`src/core/capture_timer_defs.svh`:
```
// Register offsets, field positions, reset values and channel count of the capture timer.
// Behaviour
// - 16-bit auto-reload counter, prescaled timer clock
// - Wide mode widens counter, period, captures to 32
// - Wide mode set by control register bit
// - Count up, down or alternating up/down
// - Update, trigger, capture interrupts individually enabled
// - External input can clock the counter
// - Capture counter on input edges, raise interrupt
// - Separate filter clock division from prescaler
// - Period and prescaler loaded from software values
`ifndef CAPTURE_TIMER_DEFS_SVH
`define CAPTURE_TIMER_DEFS_SVH
`define OFS_CONTROL 8'h00
`define OFS_INT_ENABLE 8'h04
`define OFS_STATUS 8'h08
`define OFS_COUNTER 8'h0c
`define OFS_PRESCALER 8'h10
`define OFS_PERIOD 8'h14
`define OFS_CAPTURE0 8'h18
`define OFS_CAPTURE1 8'h1c
`define BIT_ENABLE 0
`define BIT_DIR 1
`define POS_MODE 2
`define BIT_EXT_CLOCK 4
`define BIT_EDGE_FALL 5
`define POS_CLKDIV 6
`define BIT_WIDE 8
`define BIT_IRQ_UPDATE 0
`define BIT_IRQ_TRIGGER 1
`define BIT_IRQ_CAP0 2
`define BIT_IRQ_CAP1 3
`define RST_PERIOD 32'h0000ffff
`define RST_CONTROL 32'h00000000
`define NUM_CHANNELS 2
`endif

```
`src/core/capture_timer_pkg.sv`:
```
// Types shared by the capture timer modules.
package capture_timer_pkg;
  typedef enum logic [1:0] {
    count_edge_e = 2'h0,
    count_center1_e = 2'h1,
    count_center2_e = 2'h2,
    count_center3_e = 2'h3
  } count_mode_e;
  typedef enum logic [1:0] {
    dir_up_e = 2'h1,
    dir_down_e = 2'h2
  } dir_state_e;
endpackage

```
`src/core/input_edge_if.sv`:
```
// Interface carrying filtered input edges from the filter stage to the timer core.
`timescale 1ns/1ps
`default_nettype none
interface input_edge_if;
  logic [1:0] rise;
  logic [1:0] fall;
  modport source (output rise, output fall);
  modport sink (input rise, input fall);
endinterface
`default_nettype wire

```
`src/core/input_edge_filter.sv`:
```
// Input filter and edge detector running on its own clock-division tick.
`timescale 1ns/1ps
`default_nettype none
`include "capture_timer_defs.svh"
module input_edge_filter
  import capture_timer_pkg::*;
(
  input wire logic clk_i,
  input wire logic reset_i,
  input wire logic enable_i,
  input wire logic [1:0] clkdiv_i,
  input wire logic [1:0] pulse_i,
  input_edge_if.source edges
);
  logic [1:0] div_count;
  logic [1:0] level;
  logic [1:0] stable;
  logic [1:0] last;
  wire sample_tick = (div_count == clkdiv_i);
  // The filter samples on a divided tick so slow glitchy inputs settle
  always_ff @(posedge clk_i or posedge reset_i) begin
    if (reset_i) begin
      div_count <= 2'h0;
      level <= 2'h0;
      stable <= 2'h0;
      last <= 2'h0;
    end else if (enable_i) begin
      div_count <= sample_tick ? 2'h0 : div_count + 2'h1;
      last <= stable;
      if (sample_tick) begin
        level <= pulse_i;
        stable <= (level & pulse_i) | (stable & (level | pulse_i));
      end
    end
  end
  assign edges.rise = stable & ~last & {2{enable_i}};
  assign edges.fall = ~stable & last & {2{enable_i}};
endmodule
`default_nettype wire

```
`src/core/capture_timer.sv`:
```
// General-purpose timer with prescaler, wide mode, count directions and input capture.
`timescale 1ns/1ps
`default_nettype none
`include "capture_timer_defs.svh"
module capture_timer
  import capture_timer_pkg::*;
(
  input wire logic clk_i,
  input wire logic reset_i,
  input wire logic clk_en_i,
  input wire logic [7:0] addr_i,
  input wire logic [31:0] wdata_i,
  input wire logic write_i,
  input wire logic read_i,
  output logic [31:0] rdata_o,
  input wire logic [1:0] pulse_i,
  input wire logic trigger_i,
  output logic irq_o
);
  logic [31:0] control;
  logic [3:0] int_enable;
  logic [3:0] status;
  logic [31:0] counter_value;
  logic [15:0] prescaler;
  logic [15:0] presc_count;
  logic [31:0] period_value;
  logic [31:0] channel_capture_value [`NUM_CHANNELS];
  dir_state_e dir;
  input_edge_if edge_bus ();

  input_edge_filter u_filter (
    .clk_i(clk_i),
    .reset_i(reset_i),
    .enable_i(clk_en_i),
    .clkdiv_i(control[`POS_CLKDIV +: 2]),
    .pulse_i(pulse_i),
    .edges(edge_bus.source)
  );

  function automatic logic hit(input logic [7:0] a, input logic [7:0] ofs);
    return a == ofs;
  endfunction

  wire running = control[`BIT_ENABLE];
  wire wide_count_enable = control[`BIT_WIDE];
  wire [31:0] mask = wide_count_enable ? 32'hffffffff : 32'h0000ffff;
  wire [31:0] limit = period_value & mask;
  wire [31:0] cnt = counter_value & mask;
  wire [1:0] mode = control[`POS_MODE +: 2];
  wire [1:0] sel_edge = control[`BIT_EDGE_FALL] ? edge_bus.fall : edge_bus.rise;
  // External mode counts filtered channel 0 edges instead of prescaled ticks.
  wire ext_tick = sel_edge[0];
  wire presc_done = (presc_count == prescaler);
  wire tick = running && (control[`BIT_EXT_CLOCK] ? ext_tick : presc_done);
  wire at_top = (cnt >= limit);
  wire at_zero = (cnt == 32'h0);
  wire going_up = (mode == 2'h0) ? !control[`BIT_DIR] : (dir == dir_up_e);
  wire overflow = tick && (going_up ? at_top : at_zero);
  logic [31:0] next_counter;
  // Edge mode wraps at the period; centre modes turn round at either end.
  always_comb begin
    if (!tick) begin
      next_counter = cnt;
    end else if (mode == 2'h0) begin
      if (going_up) begin
        next_counter = at_top ? 32'h0 : cnt + 32'h1;
      end else begin
        next_counter = at_zero ? limit : cnt - 32'h1;
      end
    end else begin
      if (going_up) begin
        next_counter = at_top ? cnt - 32'h1 : cnt + 32'h1;
      end else begin
        next_counter = at_zero ? cnt + 32'h1 : cnt - 32'h1;
      end
    end
  end
  wire wr_ctrl = write_i && hit(addr_i, `OFS_CONTROL);
  wire wr_status = write_i && hit(addr_i, `OFS_STATUS);
  wire [3:0] cap_ev = {sel_edge[1], sel_edge[0], trigger_i, overflow} & {4{clk_en_i}};
  // Hardware events win over a write-one-to-clear in the same cycle.
  wire [3:0] next_status = (status & ~(wr_status ? wdata_i[3:0] : 4'h0)) | cap_ev;

  always_ff @(posedge clk_i or posedge reset_i) begin
    if (reset_i) begin
      control <= `RST_CONTROL;
      int_enable <= 4'h0;
      prescaler <= 16'h0;
      period_value <= `RST_PERIOD;
    end else if (clk_en_i && write_i) begin
      if (wr_ctrl) control <= wdata_i;
      if (hit(addr_i, `OFS_INT_ENABLE)) int_enable <= wdata_i[3:0];
      if (hit(addr_i, `OFS_PRESCALER)) prescaler <= wdata_i[15:0];
      if (hit(addr_i, `OFS_PERIOD)) period_value <= wdata_i;
    end
  end

  always_ff @(posedge clk_i or posedge reset_i) begin
    if (reset_i) begin
      counter_value <= 32'h0;
      presc_count <= 16'h0;
      dir <= dir_up_e;
      status <= 4'h0;
    end else if (clk_en_i) begin
      status <= next_status;
      presc_count <= (!running || presc_done) ? 16'h0 : presc_count + 16'h1;
      if (write_i && hit(addr_i, `OFS_COUNTER)) begin
        counter_value <= wdata_i & mask;
      end else begin
        counter_value <= next_counter;
      end
      if (mode != 2'h0 && tick) begin
        if (going_up && at_top) dir <= dir_down_e;
        if (!going_up && at_zero) dir <= dir_up_e;
      end
    end
  end

  genvar ch;
  generate
    for (ch = 0; ch < `NUM_CHANNELS; ch++) begin : g_capture
      // Capture and flag share one edge so software never sees a stale value.
      always_ff @(posedge clk_i or posedge reset_i) begin
        if (reset_i) begin
          channel_capture_value[ch] <= 32'h0;
        end else if (clk_en_i && sel_edge[ch]) begin
          channel_capture_value[ch] <= cnt;
        end
      end
    end
  endgenerate

  logic [31:0] read_mux;
  always_comb begin
    read_mux = 32'h0;
    if (hit(addr_i, `OFS_CONTROL)) read_mux = control;
    if (hit(addr_i, `OFS_INT_ENABLE)) read_mux = {28'h0, int_enable};
    if (hit(addr_i, `OFS_STATUS)) read_mux = {28'h0, status};
    if (hit(addr_i, `OFS_COUNTER)) read_mux = cnt;
    if (hit(addr_i, `OFS_PRESCALER)) read_mux = {16'h0, prescaler};
    if (hit(addr_i, `OFS_PERIOD)) read_mux = period_value;
    if (hit(addr_i, `OFS_CAPTURE0)) read_mux = channel_capture_value[0];
    if (hit(addr_i, `OFS_CAPTURE1)) read_mux = channel_capture_value[1];
  end

  always_ff @(posedge clk_i or posedge reset_i) begin
    if (reset_i) begin
      rdata_o <= 32'h0;
      irq_o <= 1'b0;
    end else if (clk_en_i) begin
      rdata_o <= read_i ? read_mux : 32'h0;
      irq_o <= |(next_status & int_enable);
    end
  end
endmodule
`default_nettype wire

```
`config.mk`:
```
export PLATFORM = sky130hd
export DESIGN_NAME = capture_timer
export DESIGN_NICKNAME = d
export VERILOG_FILES = /design/src/core/capture_timer_pkg.sv /design/src/core/input_edge_if.sv /design/src/core/input_edge_filter.sv /design/src/core/capture_timer.sv
export VERILOG_INCLUDE_DIRS = /design/src /design/src/core
export SDC_FILE = /design/constraint.sdc
export NUM_CORES = 1
export LEC_CHECK = 0
export BUFFER_PORTS_ARGS = -buffer_cell sky130_fd_sc_hd__buf_2
export CORE_AREA = 2 2 171 173
export CTS_CLUSTER_DIAMETER = 200
export DETAILED_ROUTE_END_ITERATION = 6
export DIE_AREA = 0 0 173 175
export GPL_ROUTABILITY_DRIVEN = 0
export PLACE_DENSITY = 0.67
export SLEW_MARGIN = 10
export SYNTH_ARGS = -nofsm -noshare
export SYNTH_HDL_FRONTEND = slang
export SYNTH_SLANG_ARGS = --single-unit
export TNS_END_PERCENT = 1
```
`constraint.sdc`:
```
create_clock -name clk_i -period 22.7 [get_ports clk_i]
set_clock_uncertainty 0.2 [all_clocks]
set_input_delay 2.27 -clock clk_i [delete_from_list [all_inputs] [get_ports clk_i]]
set_output_delay 2.27 -clock clk_i [all_outputs]
set_load 0.01 [all_outputs]
```
==> results of run 1 <==
logic make-up (layout without fill, tap and decap cells):
family / count (synthesis) / in the layout / synth area share (%)
AND/OR/NAND/NOR: 479 / 479 / 16.44
AO/OA/AOI/OAI: 441 / 441 / 21.40
flip-flops: 243 / 243 / 43.73
buffers and inverters: 144 / 196 / 4.071
multiplexers: 96 / 96 / 7.712
XOR/XNOR: 56 / 56 / 3.515
adder cells (fa/ha/maj): 35 / 35 / 3.138
flip-flops by register name, summed over array words and instances, names as in the netlist, 4 cells and up:
signal / cells
rdata_o: 32
status: 4
presc_count: 16
counter_value: 32
period_value: 32
int_enable: 4
prescaler: 16
channel_capture_value: 64
control: 32
report_power, final:
group / switching (mW) / internal [mW]
Combinational: 0.187 / 0.121
Clock: 0.180 / 0.267
Sequential: 0.0851 / 0.512
routing by layer:
layer	up-vias	global-route usage (%)	wire length, um
met2	549	46.52	19980
met4	0	8.227	1149
met5	-	0	0
li1	5588	-	-
met1	6057	38.52	18300
met3	94	4.765	3277
stage by stage:
stage / hold WS, ns / power, mW / area (sq um) / utilization [%] / setup slack, ns
floorplan: 0.2444 / 0.8135 / 13950 / - / 13.59
global placement: 0.2572 / 0.8944 / 14640 / 51.57 / 16.72
detailed placement: 0.2629 / 0.9071 / 14640 / 51.57 / 16.57
CTS: 0.2764 / 1.354 / 15530 / 54.69 / 17.14
global route: 0.2873 / 1.427 / 15530 / 54.69 / 16.84
finish: 0.2692 / 1.352 / 15530 / 54.69 / 16.99
cell usage in the layout, fill, tap and decap left out, types with 9 or more instances in the layout:
cell	instances
a222oi_1	13
buf_4	18
buf_2	80
a21oi_1	73
xnor2_1	24
o21ai_0	102
nor2_1	83
and3_1	17
a22oi_1	52
a31oi_1	21
nand4_1	19
nor3_1	17
a221oi_1	24
mux2_2	67
a22o_1	9
ha_1	35
nand3_1	54
clkbuf_1	9
o2111ai_1	11
nor4_1	11
o21ai_1	16
xor2_1	32
inv_1	45
a21o_1	23
dfstp_2	17
clkbuf_16	26
mux2_1	25
o31ai_1	9
dfrtp_1	226
o2bb2ai_1	19
nand2_1	210
worst max path at each step:
stage                    from                        to  slack (ns)  cells past startpoint
finish              addr_i[1]          counter_value[2]       16.99                      9
CTS                 addr_i[1]          counter_value[2]       17.14                      9
global route        addr_i[1]         counter_value[31]       16.84                     10
detailed placement  addr_i[1]          counter_value[7]       16.57                      9
floorplan             reset_i  channel_capture_value[0]       13.59                      1
global placement    addr_i[1]         counter_value[31]       16.72                     10
layout make-up:
cell class	instances	area (sq um)
clock buffers	38	725.7
clock inverters	10	161.4
fillers	2635	12860
inverters	50	195.2
multi-input cells	1107	7328
flip-flops and latches	243	6102
well taps	384	480.5
repair buffers	98	535.5
==> results.md, run 1 <==
* Synth unique cells at 81
* CP endpoint kind: register
* Maximum vdd drop at 62.18 uV
* Crit path max-delay cell type: a21oi_2
* Worst rel slew slack at 19.96%
* Synth Register Bits at 243
* Site Rows at 62
* Initial antenna violation count at 0
* PD cells at 87.05 mW/mm^2
* Failing checks: DRC
* Tot GR Track Use at 28.26%
* I/O Buffers at 80
* Crit path cell chain: buf_2 > or4_4 > nor4_4 > buf_4 > nand2_1 > a21oi_2 > nand3_1 > o41ai_1 > a221o_1
* Tcrit/Tclk final at 25.16%
* HP Start: rdata_o[20]
* Post-route ant nets at 0
* Max Clock Freq at 0.1751 GHz
* Asr flop ratio synth at 100.0%
* CP arrival at 6.00 ns
* Number of global-route vias before repair at 12250
* IO Pins at 81
* WP buf/inv at 2
* Area growth syn-to-layout at 11.29%
* Mean Syn Cell Area at 9.340 sq um
* R2r worst-path depth at 12
* Grt total ovfl at 0
* Clock Pin Slew Worst Setup and Hold Paths at 0.06 ns
* Max-Cap Viols at 0
* Placed cells at 1882
* Seq/Total Area, Yosys at 43.73%
* CP Launch Type: input pin
* DR WL/cell at 22.13 um
* Full die area at 0.03028 sq mm
* DP HPWL at 28.87 mm
* Slew @ Worst Pin at 1.188 ns
* Quantity of hold-fixing buffers added after cts at 0
* Pre-Repair DR Iteration Count at 7
* Final nets at 1609
* Ys flop type: dfrtp_1
* Synthesized area at 0.01395 sq mm
* CP Max Fanout at 34
* Status: complete, but fails checks
* Syn Nets at 1577
* Yosys top cell by area: dfrtp_1
* Reg2reg end: counter_value[6]
* Mapped Cells at 1494
* Total number of vias at 12290
* Reg-to-Reg Start: control[8]
* TNS Setup at 0 ns
* First-pass GRT wire length at 68.90 mm
* Critical Path RT at 22.99 ns
* Max Slew Vio Count at 0
* Synthesis Warnings at 0
* Top delay family on crit path: simple AND/OR/NAND/NOR gates
* R2R Setup Slk at 18.01 ns
* DRT iter0 DRCs at 1024
* Later-pin clock latency in the skew report at 0.55 ns
* WHS Path Cells at 1
* Placeable Area at 0.02839 sq mm
* Critical path class: input pin to register
* Hold Path Sink: rdata_o[20]
* Chip height at 175 um
* Number of CTS-inserted buffers at 26
* Post-Route WL at 42.71 mm
* Final setup fails at 0
* Root Driver: clkbuf_16
* Vias per cell at 6.367
* Critical Path Max Stage Delay at 0.85 ns
* Share of post-route cells with drive strength above 1 at 16.62%
* Largest net degree at the start of global routing at 116
* PostCTS Resize Cnt at 0
* P_leak at 7.120 nW
* Post CTS Setup Buffer Count at 0
* ANT cells at 0
* Non-filler cells, final at 1930
* Clock tree sinks at 243
* Shortest period the worst path allows at 5.711 ns
* Share of Yosys cell area claimed by the top area cell type at 40.53%
* Post-synth EDFFs at 0
* Die X at 173 um
* Starting Density at 49.15%
* CTS Buffer Depth at 3
* Synth top cells by count: dfrtp_1, nand2_1, o21ai_0, nor2_1, a21oi_1
* TritonCTS clock tree: yes
* Post-route DRC at 1
* Final hold viol count at 0
* Top-count cell post-synth: dfrtp_1
* H-tree depth at 1
* Synth top area cells: dfrtp_1, nand2_1, mux2_2
* RSZ-0062 raised after global routing: no
* Worst min-delay path class: register to register
(Power assumes the default switching activity.)
==> run 2: changes to the inputs <==
PLACE_DENSITY = 0.69   (was 0.67)
clock period = 4.8 ns   (was 22.7 ns; I/O delays follow)
==> run 2 against run 1 <==
Net effect:
- the flow now finishes without violations
- utilization rose by 1.4 points
- power increased to 4.8 times the previous value
- design area up 2.5%
- combinational power grew to 4.8 times the previous value
- global-route usage increased by 0.42 points
- worst hold slack lost 0.26 ns
- first-iteration DRC count grew 38%
- clock-buffer cell count decreased by 2
- non-clock buffer count is 30 higher
- sequential share of layout area is 0.95 points lower
- via count rose by 2.5%
- critical endpoint is now counter_value[6]
- largest cell class unchanged
==> results.md, run 2 (same netlist as run 1, synthesis figures left out) <==
* WP buf/inv at 2
* PostCTS Resize Cnt at 0
* Chip height at 175 um
* Maximum vdd drop at 334.7 uV
* DRT iter0 DRCs at 1410
* Grt total ovfl at 0
* Max-Cap Viols at 0
* Crit path cell chain: buf_12 > nand2_1 > inv_1 > ha_1 > nand4_1 > nor3_1 > a31oi_1 > and4_1 > a21boi_1 > o21ai_0 > a2111oi_1 > a221o_1
* Tot GR Track Use at 28.68%
* Critical Path RT at 5.09 ns
* CP arrival at 4.35 ns
* WHS Path Cells at 3
* DP HPWL at 29.63 mm
* Critical path class: register to register
* Most frequent cells in the layout: dfrtp_1, nand2_1, o21ai_0, nor2_1, buf_2
* First-pass GRT wire length at 69.64 mm
* Overall Power at 6.523 mW
* Clock Pin Slew Worst Setup and Hold Paths at 0.07 ns
* Pre-Repair DR Iteration Count at 7
* TNS Setup at 0 ns
* R2r worst-path depth at 12
* Largest Register: channel_capture_value
* Worst min-delay path class: input pin to register
* Max FFs per register at 64
* Later-pin clock latency in the skew report at 0.55 ns
* Number of global-route vias before repair at 12350
* Initial antenna violation count at 0
* PD cells at 409.9 mW/mm^2
* H-tree depth at 1
* Reg-to-Reg Start: control[8]
* Status: finished clean
* CP Max Fanout at 49
* Shortest period the worst path allows at 4.063 ns
* Final nets at 1641
* Area growth syn-to-layout at 14.04%
* Final setup fails at 0
* IO Pins at 81
* Slew @ Worst Pin at 1.265 ns
* Placeable Area at 0.02839 sq mm
* Site Rows at 62
* Final hold viol count at 0
* Hold Path Sink: u_filter.stable[1]
* RSZ-0062 raised after global routing: no
* Number of CTS-inserted buffers at 28
* CP Launch Type: register
* Post-Route WL at 43.51 mm
* Crit path max-delay cell type: a21boi_1
* Tcrit/Tclk final at 84.64%
* Reg2reg end: counter_value[6]
* Top delay family on crit path: compound AO/OA/AOI/OAI gates
* Largest net degree at the start of global routing at 128
* Total number of vias at 12590
* HP Start: pulse_i[1]
* Max Clock Freq at 0.2461 GHz
* Max Slew Vio Count at 0
* TritonCTS clock tree: yes
* CTS Buffer Depth at 3
* CP endpoint kind: register
* ANT cells at 0
* I/O Buffers at 80
* Worst rel slew slack at 15.67%
* Starting Density at 49.15%
* Commonest non-fill, non-tap cell in the layout: dfrtp_1
* Critical Path Max Stage Delay at 0.52 ns
* Die X at 173 um
* Root Driver: clkbuf_16
* Share of post-route cells with drive strength above 1 at 17.67%
* Layout fillers at 2577
* DR WL/cell at 22.17 um
* Post-route DRC at 0
* P_leak at 7.301 nW
* Full die area at 0.03028 sq mm
* Clock tree sinks at 243
* Post-route ant nets at 0
* Vias per cell at 6.415
* R2R Setup Slk at 0.74 ns
-- run 2: cell type report --
cell class	count	area (sq um)	share of cell area (%)
clock buffer	36	802.0	5.040
clock inverter	15	162.7	1.022
inverter	50	191.4	1.203
multi-input combinational	1107	7318	45.99
sequential	243	6102	38.35
tap	384	480.5	3.019
timing repair buffer	128	855.8	5.378
-- run 2: metrics by stage --
stage / utilization, % / instance area, sq um / hold slack (ns) / cells / worst slack [ns]
2_1_floorplan: - / 13960 / 0.2444 / 1494 / 0.5867
3_3_place_gp: 52.01 / 14770 / 0.2567 / 1894 / 1.080
3_5_place_dp: 52.01 / 14770 / 0.2640 / 1894 / 0.8859
4_1_cts: 56.05 / 15910 / 0.001220 / 1963 / 0.8416
5_1_grt: 56.05 / 15910 / 0.01192 / 1963 / 0.3729
6_report: 56.05 / 15910 / 0.009283 / 1963 / 0.7374
-- run 2: worst max path at each step --
stage,from,end,slack (ns),cells past startpoint
after floorplan,control[8],counter_value[7],0.59,15
after global placement,control[8],counter_value[22],1.08,13
after detailed placement,control[8],counter_value[6],0.89,12
after CTS,control[8],counter_value[6],0.84,12
after global routing,control[8],counter_value[6],0.37,12
final,control[8],counter_value[6],0.74,12
-- run 2: per-layer routing --
| layer | routed length (um) | up-vias | global-route usage, % |
|---|---|---|---|
| li1 | - | 5656 | - |
| met3 | 3962 | 127 | 4.852 |
| met5 | 0 | - | 0 |
| met4 | 1496 | 0 | 9.569 |
| met2 | 19350 | 658 | 44.78 |
| met1 | 18700 | 6151 | 40.67 |
-- run 2: worst reg2reg max path, stage by stage, from the launching register on --
cell and delay, ns:
dfrtp_1 0.42, buf_12 0.21, nand2_1 0.21, inv_1 0.16, ha_1 0.31, nand4_1 0.12
nor3_1 0.47, a31oi_1 0.26, and4_1 0.29, a21boi_1 0.52, o21ai_0 0.20, a2111oi_1 0.49
a221o_1 0.17
-- run 2: repair_timing --
item	CTS	global route
endpoints found under the hold margin	45	0
setup buffers	0	0
hold buffers	18	0
-- run 2: report_power, final --
group	internal (mW)	total, mW	leakage, nW	switching, mW
combinational	0.586	1.48	3.72	0.891
sequential	2.42	2.83	3.12	0.406
clock	1.34	2.22	0.466	0.883
